[src/design/watchdog_pkg.sv]
package watchdog_pkg;

  // Register indices; the byte address on the bus is four times the index.
  localparam logic [7:0] CTRL_INDEX = 8'h21;
  localparam logic [7:0] CAUSE_INDEX = 8'h22;

  // Field positions of watchdog_control.
  localparam int unsigned FLAG_BIT = 7;
  localparam int unsigned IE_BIT = 6;
  localparam int unsigned P3_BIT = 5;
  localparam int unsigned UNLOCK_BIT = 4;
  localparam int unsigned EN_BIT = 3;
  localparam int unsigned PLO_MSB = 2;

  // Field positions of reset_cause_register.
  localparam int unsigned POR_BIT = 0;
  localparam int unsigned DOG_BIT = 3;

  localparam logic [7:0] BYTE_ZERO = 8'h00;
  localparam logic [23:0] UPPER_ZERO = 24'h000000;

  // Protected-change window, in system clock cycles.
  localparam int unsigned UNLOCK_W = 3;
  localparam logic [UNLOCK_W-1:0] UNLOCK_CYCLES = 3'h4;
  localparam logic [UNLOCK_W-1:0] UNLOCK_ONE = 3'h1;
  localparam logic [UNLOCK_W-1:0] UNLOCK_IDLE = 3'h0;

  // Period codes above this one are reserved.
  localparam logic [3:0] PERIOD_MAX_CODE = 4'h9;
  localparam logic [3:0] PERIOD_RESET = 4'h0;
  localparam int unsigned BASE_OSC_CYCLES = 2048;

  // Rates; the system clock must be well above the oscillator to sample it.
  localparam int unsigned OSC_FREQ_KHZ = 128;
  localparam int unsigned SYS_FREQ_KHZ = 200000;

  localparam logic [1:0] RESP_OKAY = 2'h0;
  localparam logic [1:0] RESP_SLVERR = 2'h2;

  // Action taken on a time-out, from enable and interrupt enable.
  typedef enum logic [1:0] {
    ACT_STOPPED,
    ACT_IRQ,
    ACT_RESET,
    ACT_IRQ_FIRST
  } action_t;

endpackage : watchdog_pkg

[src/design/watchdog_counter.sv]
`timescale 1ns/1ps
`default_nettype none

module watchdog_counter #(
  parameter int unsigned BASE_CYCLES = watchdog_pkg::BASE_OSC_CYCLES,
  parameter int unsigned CNT_W = 21
) (
  input wire logic aclk,              // System clock.
  input wire logic aresetn,           // Synchronous reset, active low.
  input wire logic osc_rise,          // One oscillator edge, already synchronised.
  input wire logic restart,           // Clear the count.
  input wire logic run,               // Counting allowed.
  input wire logic [3:0] period_code, // Period select code.
  output logic timeout                // One-cycle time-out pulse.
);

  if (BASE_CYCLES < 1 || (64'(BASE_CYCLES) << 9) > (64'h1 << CNT_W)) begin : g_check
    $error("watchdog_counter: CNT_W too small for BASE_CYCLES");
  end

  logic [CNT_W-1:0] count;

  // Reserved codes fall back to the longest valid period.
  function automatic logic [CNT_W-1:0] last_count(input logic [3:0] code);
    logic [3:0] eff;
    eff = (code > watchdog_pkg::PERIOD_MAX_CODE) ? watchdog_pkg::PERIOD_MAX_CODE : code;
    return CNT_W'((64'(BASE_CYCLES) << eff) - 64'h1);
  endfunction : last_count

  // A shortened period may leave the count past its end; that expires on the next oscillator edge.
  always_ff @(posedge aclk) begin
    if (!aresetn || restart || !run) begin
      count <= '0;
      timeout <= 1'b0;
    end else if (osc_rise) begin
      if (count >= last_count(period_code)) begin
        count <= '0;
        timeout <= 1'b1;
      end else begin
        count <= count + 1'b1;
        timeout <= 1'b0;
      end
    end else begin
      timeout <= 1'b0;
    end
  end
endmodule : watchdog_counter

`default_nettype wire

[src/design/watchdog_timer_reset_flags.sv]
// How it works
// Power-on reset sets the power-on cause flag; only writing zero clears it.
// Software should read then clear the reset cause register early after start-up.
// Eight-bit control register at index 0x21 with flag, enables, unlock and period.
// Time-out in interrupt mode sets the flag; vector or write-one clears it.
// Interrupt requested only with global enable, interrupt enable and pending flag.
// With both enables set, time-out interrupts and clears interrupt enable.
// Enables decode to stopped, interrupt, reset, or interrupt then reset.
// Change unlock clears itself four system clock cycles after being written.
// Writing enable to zero is accepted only while change unlock reads one.
// Period changes need change unlock when the protected sequence applies.
// Software unlocks with unlock and enable both one, then writes within four cycles.
// At safety level two the watchdog can never be disabled.
// At safety level one the dog-reset cause flag forces enable to one.
// Unused watchdog: start-up code clears the dog flag then disables.
// Period is 2048 times two to the code oscillator cycles.
// Reserved period codes use a valid setting instead.
// Counter advances on the 128 kHz oscillator, not the system clock.
// Count restarts on restart instruction, when disabled, and on chip reset.
// Reset-mode time-out gives a one-cycle system reset and sets the dog flag.
// Fuse selects level: one starts disabled with free period, two starts enabled.
// Reserved codes map to 1001; oscillator events are synchronised first.
// After reset enable reads its forced value; other control bits are zero.
`timescale 1ns/1ps
`default_nettype none

module watchdog_timer_reset_flags #(
  parameter int unsigned ADDR_W = 12,
  parameter int unsigned BASE_CYCLES = watchdog_pkg::BASE_OSC_CYCLES
) (
  input wire logic aclk,                 // System clock, 200 MHz.
  input wire logic aresetn,              // Power-on reset, synchronous, active low.
  input wire logic osc_clk_in,           // 128 kHz watchdog oscillator, asynchronous.
  input wire logic safety_level_fuse,    // High selects safety level two.
  input wire logic global_irq_enable,    // Global interrupt enable of the core status register.
  input wire logic dog_restart,          // Restart instruction, one-cycle pulse.
  input wire logic vector_taken,         // Watchdog interrupt vector executing, pulse.
  input wire logic chip_reset,           // Any other chip reset, pulse or level.
  input wire logic awvalid,              // Write address valid.
  output logic awready,                  // Write address ready.
  input wire logic [ADDR_W-1:0] awaddr,  // Write byte address.
  input wire logic [2:0] awprot,         // Write protection, ignored.
  input wire logic wvalid,               // Write data valid.
  output logic wready,                   // Write data ready.
  input wire logic [31:0] wdata,         // Write data.
  input wire logic [3:0] wstrb,          // Write byte strobes.
  output logic bvalid,                   // Write response valid.
  input wire logic bready,               // Write response ready.
  output logic [1:0] bresp,              // Write response.
  input wire logic arvalid,              // Read address valid.
  output logic arready,                  // Read address ready.
  input wire logic [ADDR_W-1:0] araddr,  // Read byte address.
  input wire logic [2:0] arprot,         // Read protection, ignored.
  output logic rvalid,                   // Read data valid.
  input wire logic rready,               // Read data ready.
  output logic [31:0] rdata,             // Read data.
  output logic [1:0] rresp,              // Read response.
  output logic irq_request,              // Watchdog interrupt request, level.
  output logic system_reset              // System reset pulse, one cycle.
);

  if (ADDR_W < 10 || ADDR_W > 32) begin : g_addr_check
    $error("watchdog_timer_reset_flags: ADDR_W must be 10 to 32");
  end
  if (watchdog_pkg::SYS_FREQ_KHZ < 4 * watchdog_pkg::OSC_FREQ_KHZ) begin : g_rate_check
    $error("watchdog_timer_reset_flags: system clock too slow to sample the oscillator");
  end

  // Oscillator and fuse synchronisers; the first stages feed only the second.
  logic osc_meta;
  logic osc_sync;
  logic osc_prev;
  logic fuse_meta;
  logic level2;

  always_ff @(posedge aclk) begin
    if (!aresetn) begin
      osc_meta <= 1'b0;
      osc_sync <= 1'b0;
      osc_prev <= 1'b0;
    end else begin
      osc_meta <= osc_clk_in;
      osc_sync <= osc_meta;
      osc_prev <= osc_sync;
    end
  end

  always_ff @(posedge aclk) begin
    if (!aresetn) begin
      fuse_meta <= 1'b0;
      level2 <= 1'b0;
    end else begin
      fuse_meta <= safety_level_fuse;
      level2 <= fuse_meta;
    end
  end

  logic osc_rise;
  assign osc_rise = osc_sync && !osc_prev;

  // Control and cause state.
  logic timeout_flag;
  logic timeout_irq_enable;
  logic watchdog_enable;
  logic [3:0] period_select;
  logic [watchdog_pkg::UNLOCK_W-1:0] unlock_count;
  logic power_on_cause_flag;
  logic dog_reset_cause_flag;

  logic change_unlock;
  logic enable_eff;
  logic internal_reset;
  logic timeout;
  logic run;
  watchdog_pkg::action_t action;

  function automatic watchdog_pkg::action_t decode_action(input logic en, input logic ie);
    case ({en, ie})
      2'b00: return watchdog_pkg::ACT_STOPPED;
      2'b01: return watchdog_pkg::ACT_IRQ;
      2'b10: return watchdog_pkg::ACT_RESET;
      2'b11: return watchdog_pkg::ACT_IRQ_FIRST;
      default: return watchdog_pkg::ACT_STOPPED;
    endcase
  endfunction : decode_action

  function automatic logic addr_hits(input logic [ADDR_W-1:0] addr, input logic [7:0] index);
    return addr[ADDR_W-1:2] == (ADDR_W-2)'(index);
  endfunction : addr_hits

  assign change_unlock = unlock_count != watchdog_pkg::UNLOCK_IDLE;
  // Level two always enables; at level one the dog flag forces the enable on.
  assign enable_eff = watchdog_enable || level2 || dog_reset_cause_flag;
  assign internal_reset = chip_reset || system_reset;
  assign action = decode_action(enable_eff, timeout_irq_enable);
  assign run = action != watchdog_pkg::ACT_STOPPED;

  watchdog_counter #(
    .BASE_CYCLES(BASE_CYCLES),
    .CNT_W(21)
  ) u_counter (
    .aclk(aclk),
    .aresetn(aresetn),
    .osc_rise(osc_rise),
    .restart(dog_restart || internal_reset),
    .run(run),
    .period_code(period_select),
    .timeout(timeout)
  );

  // Write channel capture; address and data may arrive in either order.
  logic [ADDR_W-1:0] aw_addr_q;
  logic [7:0] wd;
  logic wstrb0_q;
  logic do_write;
  logic wr_ctrl;
  logic wr_cause;
  logic unlock_start;

  assign do_write = !awready && !wready && !bvalid;
  assign wr_ctrl = do_write && wstrb0_q && addr_hits(aw_addr_q, watchdog_pkg::CTRL_INDEX);
  assign wr_cause = do_write && wstrb0_q && addr_hits(aw_addr_q, watchdog_pkg::CAUSE_INDEX);
  assign unlock_start = wr_ctrl && wd[watchdog_pkg::UNLOCK_BIT] && wd[watchdog_pkg::EN_BIT];

  always_ff @(posedge aclk) begin
    if (!aresetn) begin
      awready <= 1'b1;
      wready <= 1'b1;
      bvalid <= 1'b0;
      bresp <= watchdog_pkg::RESP_OKAY;
      aw_addr_q <= '0;
      wd <= watchdog_pkg::BYTE_ZERO;
      wstrb0_q <= 1'b0;
    end else begin
      if (awvalid && awready) begin
        awready <= 1'b0;
        aw_addr_q <= awaddr;
      end
      if (wvalid && wready) begin
        wready <= 1'b0;
        wd <= wdata[7:0];
        wstrb0_q <= wstrb[0];
      end
      if (do_write) begin
        bvalid <= 1'b1;
        bresp <= (addr_hits(aw_addr_q, watchdog_pkg::CTRL_INDEX) || addr_hits(aw_addr_q, watchdog_pkg::CAUSE_INDEX))
                 ? watchdog_pkg::RESP_OKAY : watchdog_pkg::RESP_SLVERR;
      end else if (bvalid && bready) begin
        bvalid <= 1'b0;
        awready <= 1'b1;
        wready <= 1'b1;
      end
    end
  end

  // Read channel; one request at a time, data one cycle after the address.
  logic [7:0] ctrl_read;
  logic [7:0] cause_read;

  always_comb begin
    ctrl_read = watchdog_pkg::BYTE_ZERO;
    ctrl_read[watchdog_pkg::FLAG_BIT] = timeout_flag;
    ctrl_read[watchdog_pkg::IE_BIT] = timeout_irq_enable;
    ctrl_read[watchdog_pkg::P3_BIT] = period_select[3];
    ctrl_read[watchdog_pkg::UNLOCK_BIT] = change_unlock;
    ctrl_read[watchdog_pkg::EN_BIT] = enable_eff;
    ctrl_read[watchdog_pkg::PLO_MSB:0] = period_select[2:0];
    cause_read = watchdog_pkg::BYTE_ZERO;
    cause_read[watchdog_pkg::POR_BIT] = power_on_cause_flag;
    cause_read[watchdog_pkg::DOG_BIT] = dog_reset_cause_flag;
  end

  always_ff @(posedge aclk) begin
    if (!aresetn) begin
      arready <= 1'b1;
      rvalid <= 1'b0;
      rdata <= '0;
      rresp <= watchdog_pkg::RESP_OKAY;
    end else if (arvalid && arready) begin
      arready <= 1'b0;
      rvalid <= 1'b1;
      if (addr_hits(araddr, watchdog_pkg::CTRL_INDEX)) begin
        rdata <= {watchdog_pkg::UPPER_ZERO, ctrl_read};
        rresp <= watchdog_pkg::RESP_OKAY;
      end else if (addr_hits(araddr, watchdog_pkg::CAUSE_INDEX)) begin
        rdata <= {watchdog_pkg::UPPER_ZERO, cause_read};
        rresp <= watchdog_pkg::RESP_OKAY;
      end else begin
        rdata <= '0;
        rresp <= watchdog_pkg::RESP_SLVERR;
      end
    end else if (rvalid && rready) begin
      rvalid <= 1'b0;
      arready <= 1'b1;
    end
  end

  logic irq_timeout;
  logic reset_timeout;
  logic ie_clear_due;
  assign irq_timeout = timeout && (action == watchdog_pkg::ACT_IRQ || action == watchdog_pkg::ACT_IRQ_FIRST);
  assign reset_timeout = timeout && action == watchdog_pkg::ACT_RESET;

  // Enable, interrupt enable and period. A software write of the interrupt enable wins over the hardware
  // clear, so a re-arm is never lost; the clear lags one cycle so the request still sees it.
  always_ff @(posedge aclk) begin
    if (!aresetn || internal_reset) begin
      timeout_irq_enable <= 1'b0;
      watchdog_enable <= 1'b0;
      period_select <= watchdog_pkg::PERIOD_RESET;
      ie_clear_due <= 1'b0;
    end else begin
      ie_clear_due <= timeout && action == watchdog_pkg::ACT_IRQ_FIRST && !wr_ctrl;
      if (wr_ctrl) begin
        timeout_irq_enable <= wd[watchdog_pkg::IE_BIT];
      end else if (ie_clear_due) begin
        timeout_irq_enable <= 1'b0;
      end
      if (wr_ctrl && wd[watchdog_pkg::EN_BIT]) begin
        watchdog_enable <= 1'b1;
      end else if (wr_ctrl && change_unlock && !level2) begin
        watchdog_enable <= 1'b0;
      end
      if (wr_ctrl && (!level2 || change_unlock)) begin
        period_select <= {wd[watchdog_pkg::P3_BIT], wd[watchdog_pkg::PLO_MSB:0]};
      end
    end
  end

  always_ff @(posedge aclk) begin
    if (!aresetn || internal_reset) begin
      unlock_count <= watchdog_pkg::UNLOCK_IDLE;
    end else if (unlock_start) begin
      unlock_count <= watchdog_pkg::UNLOCK_CYCLES;
    end else if (change_unlock) begin
      unlock_count <= unlock_count - watchdog_pkg::UNLOCK_ONE;
    end
  end

  always_ff @(posedge aclk) begin
    if (!aresetn || internal_reset) begin
      timeout_flag <= 1'b0;
    end else if (irq_timeout) begin
      timeout_flag <= 1'b1;
    end else if (vector_taken || (wr_ctrl && wd[watchdog_pkg::FLAG_BIT])) begin
      timeout_flag <= 1'b0;
    end
  end

  always_ff @(posedge aclk) begin
    if (!aresetn) begin
      system_reset <= 1'b0;
    end else begin
      system_reset <= reset_timeout && !system_reset;
    end
  end

  // Cause flags survive chip resets; only the power-on reset reinitialises them.
  always_ff @(posedge aclk) begin
    if (!aresetn) begin
      power_on_cause_flag <= 1'b1;
      dog_reset_cause_flag <= 1'b0;
    end else begin
      if (wr_cause && !wd[watchdog_pkg::POR_BIT]) begin
        power_on_cause_flag <= 1'b0;
      end
      if (reset_timeout) begin
        dog_reset_cause_flag <= 1'b1;
      end else if (wr_cause && !wd[watchdog_pkg::DOG_BIT]) begin
        dog_reset_cause_flag <= 1'b0;
      end
    end
  end

  always_ff @(posedge aclk) begin
    if (!aresetn || internal_reset) begin
      irq_request <= 1'b0;
    end else begin
      irq_request <= global_irq_enable && timeout_irq_enable && timeout_flag;
    end
  end
endmodule : watchdog_timer_reset_flags

`default_nettype wire

[config.mk]
export PLATFORM = sky130hd
export DESIGN_NAME = watchdog_timer_reset_flags
export DESIGN_NICKNAME = d
export VERILOG_FILES = /design/src/design/watchdog_pkg.sv /design/src/design/watchdog_counter.sv /design/src/design/watchdog_timer_reset_flags.sv
export SDC_FILE = /design/constraint.sdc
export NUM_CORES = 1
export LEC_CHECK = 0
export ABC_AREA = 1
export BUFFER_PORTS_ARGS = -buffer_cell sky130_fd_sc_hd__clkbuf_2
export CAP_MARGIN = 15
export CORE_MARGIN = 4
export CORE_UTILIZATION = 35
export DETAILED_ROUTE_END_ITERATION = 8
export GPL_TIMING_DRIVEN = 0
export SETUP_SLACK_MARGIN = 0.05
export SYNTH_ARGS = -nofsm -noshare
export SYNTH_HDL_FRONTEND = slang
export SYNTH_SLANG_ARGS = --single-unit
[constraint.sdc]
create_clock -name aclk -period 3.5 [get_ports aclk]
set_input_delay 0 -clock aclk [delete_from_list [all_inputs] [get_ports aclk]]
set_output_delay 0 -clock aclk [all_outputs]
set_load 0.005 [all_outputs]
==> flow_summary.toml <==
[status]
status = "completed"

[floorplan]
initial_utilization_pct = 36.33
ios = 122
row_count = 37
die-area_um2 = 12590
die_x_um = 112.2
core_um2 = 10460
die_h_um = 112.2

[sta]
hold_viol = 0
fin_tns_setup_ns = 0
rsz0062_at_grt = "no"
relSlewSlack_pct = 66.44
skew_ns = 0.01506
hold_slack_ns = 0.02235
tightest_slew_ns = 0.5034
final.min_clock_period_ns = 2.577
setup_viol = 0
drv_slew = 0
finalCritPeriodShare_pct = 73.63
timing.fmax_mhz = 388.0

[yosys]
synth_edf_count = 0
netlist_area_um2 = 3801
synth_cells = 539
ys_seq_elements = 76
synth_common_cells = "nor2_1, nand2_1, dfxtp_1"
yosysMostFrequentCell = "nor2_1"
synth_top_family_by_area = "simple AND/OR/NAND/NOR gates"
postSynthAreaPerCell_um2 = 7.052
synth_top_cell_by_area = "dfxtp_1"
synth_ff_type = "dfxtp_1"
ys_types = 32
yosysWarnings = 0
ys_seq_area_share_pct = 40.03
synth-compound-area-share_pct = 10.04
synth-simple-area-share_pct = 30.38
async_flop_share_pct = 0
synth_fa_ha_area_share_pct = 4.608
synth_largest_type_area_fraction_pct = 40.03
synth-xor-area-share_pct = 2.304
synth_mux_area_share_pct = 0
yosys-top-cells-area = "dfxtp_1, nor2_1, nand2_1"

[global_route]
antenna_found_initial = 0
met2_usage_pct = 22.92
grt_pass1_wl_mm = 14.54
grt_max_degree = 14
grt_overflow = 0
grt.met3_usage_pct = 2.965
grtUsageTotal_pct = 13.94
use_met1_pct = 17.87
busiest_layer = "met2"
grt_pass1_vias = 3303

[run]
max_cap_viol_count = 0

[power_and_ir_drop]
internal_power_mw = 1.256
ir_worst_vdd_v = 0.0002116
p_leak_nw = 2.231
clkPwrFrac_pct = 34.8
sw_frac_of_total_pct = 26.54
power.switching_uw = 453.5
combPwrFrac_pct = 11.7
power-per-cell-area_nw_per_um2 = 352.9
seq_power_share_pct = 53.6

[detailed_routing]
wirelength_mm = 8.641
wl_per_cell_um = 10.72
final_antenna_net_count = 0
routed_via_density = 4.484
drt_iter0_drc = 119
drt-pass1-iter-count = 4
drc = 0
num_vias = 3614

[worst_hold_path]
hold_class = "input pin to flip-flop"

[place]
port_buffers = 58
gp_congestion = 0.7999
dpl.hpwl_mm = 6.569

[critical_path]
end_kind = "flip-flop"
crit_type = "flip-flop to flip-flop"
cp_max_fo = 10
cp.required_ns = 3.73
cp-start-kind = "flip-flop"
critPathArrivalTime_ns = 2.81

[layout]
area_growth_pct = 27.42
diodes = 0
final_nets = 758
drive_gt1_share_pct = 17.46

[clocking]
clkTransAtPathRegs_ns = 0.08
cts_buffers = 9
cts_tree = "yes"
clk_latency_ns = 0.35
cts_buffer_depth = 2
clkSinkCount = 76
htreeDepth = 3
cts_root_buf = "clkbuf_8"
[stage by stage]
stage	total power, mW	setup WS [ns]	util, %	instance area, µm²	cells
global placement	1.100	0.9582	41.63	4355	758
global route	1.791	0.6523	46.29	4843	806
detailed placement	1.105	0.9191	41.63	4355	758
floorplan	1.042	1.275	-	3895	564
CTS	1.720	0.8966	46.29	4843	806
finish	1.709	0.9229	46.29	4843	806
[metal layers]
| layer | wire length (µm) | vias up | part of all wire, % |
|---|---|---|---|
| li1 | - | 1910 | - |
| met1 | 4126 | 1601 | 48 |
| met5 | 0 | - | 0 |
| met4 | 187 | 0 | 2.2 |
| met3 | 450 | 13 | 5.2 |
| met2 | 3876 | 90 | 45 |
[critical path, cell delays in order, from the launching register on]
cell and delay (ns):
dfxtp_1 0.43, nor2_1 0.12, nand2_1 0.10, ha_1 0.14
inv_1 0.05, a21oi_1 0.16, a21oi_1 0.06, a21o_1 0.17
ha_1 0.27, nand2_1 0.05, nor2_1 0.18, a21boi_0 0.25
nor2_1 0.07, nand2_1 0.08, nand2_2 0.06, nand2_2 0.09
buf_6 0.15, nor2_1 0.05
[layout by cell type (no fill, tap or decap), types with 2 or more instances in the layout]
cell           count
clkbuf_1           8
nand3_2            2
o22ai_1            3
conb_1            27
xor2_1             7
dlygate4sd3_1     32
nor3_2             3
ha_1              14
clkbuf_2          58
nand2_1          106
nor3b_1            2
o211ai_1           4
xnor2_1            3
a21oi_1           23
clkinv_2           3
nor2_4             2
o21ai_0           36
nand4_1            3
buf_6              2
nor2_1           112
dfxtp_1           76
buf_4             27
nand3_1           25
nand2_2            4
clkbuf_8           9
nor3_1             7
o21bai_1           3
inv_1             58
[layout make-up]
cell class	count	area, µm²
clock inverters	6	40.04
inverters	59	221.5
multi-input cells	393	1901
repair buffers	90	610.6
fillers	1071	5619
clock buffers	10	127.6
well taps	136	170.2
flip-flops and latches	76	1521
plain buffers	36	251.5
[final timing paths]
check,start,to,slack [ns],cells past startpoint
max,period_select[2]$_SDFFE_PP0P_,u_counter.count[6]$_SDFFE_PP0P_,0.92,17
min,bready,bvalid$_SDFFE_PN0P_,0.02,4
max reg2reg,period_select[2]$_SDFFE_PP0P_,u_counter.count[6]$_SDFFE_PP0P_,0.92,17
min reg2reg,osc_meta$_SDFF_PN0_,osc_sync$_SDFF_PN0_,0.41,2
[flip-flops by register name, indices dropped and copies added, names as in the netlist, 3 cells and up]
register,cells
rdata,8
aw_addr_q,10
period_select,4
u_counter.count,21
wd,8
unlock_count,3
[what timing repair did]
item / CTS / global route
gates resized for setup: 0 / 0
buffers inserted: 0 / 0
setup endpoints to repair: 0 / 0
hold endpoints to repair: 31 / 0
hold buffers: 32 / 0
[power groups by stage]
stage / Clock [mW] / Sequential, mW / Combinational [mW]
3_3_place_gp: 0 / 0.935 / 0.165
3_5_place_dp: 0 / 0.936 / 0.169
5_1_grt: 0.643 / 0.920 / 0.227
4_1_cts: 0.607 / 0.916 / 0.198
6_report: 0.594 / 0.916 / 0.200
2_1_floorplan: 0 / 0.934 / 0.108
[kinds of logic (layout without fill, tap and decap cells)]
logic type | Yosys count | count (layout)
flops | 76 | 76
buf+inv | 95 | 201
simple gates | 271 | 271
other cells | 2 | 27
compound gates | 71 | 71
xor+xnor | 10 | 10
fa+ha+maj | 14 | 14
No activity file was read; power rests on OpenSTA's default activity.
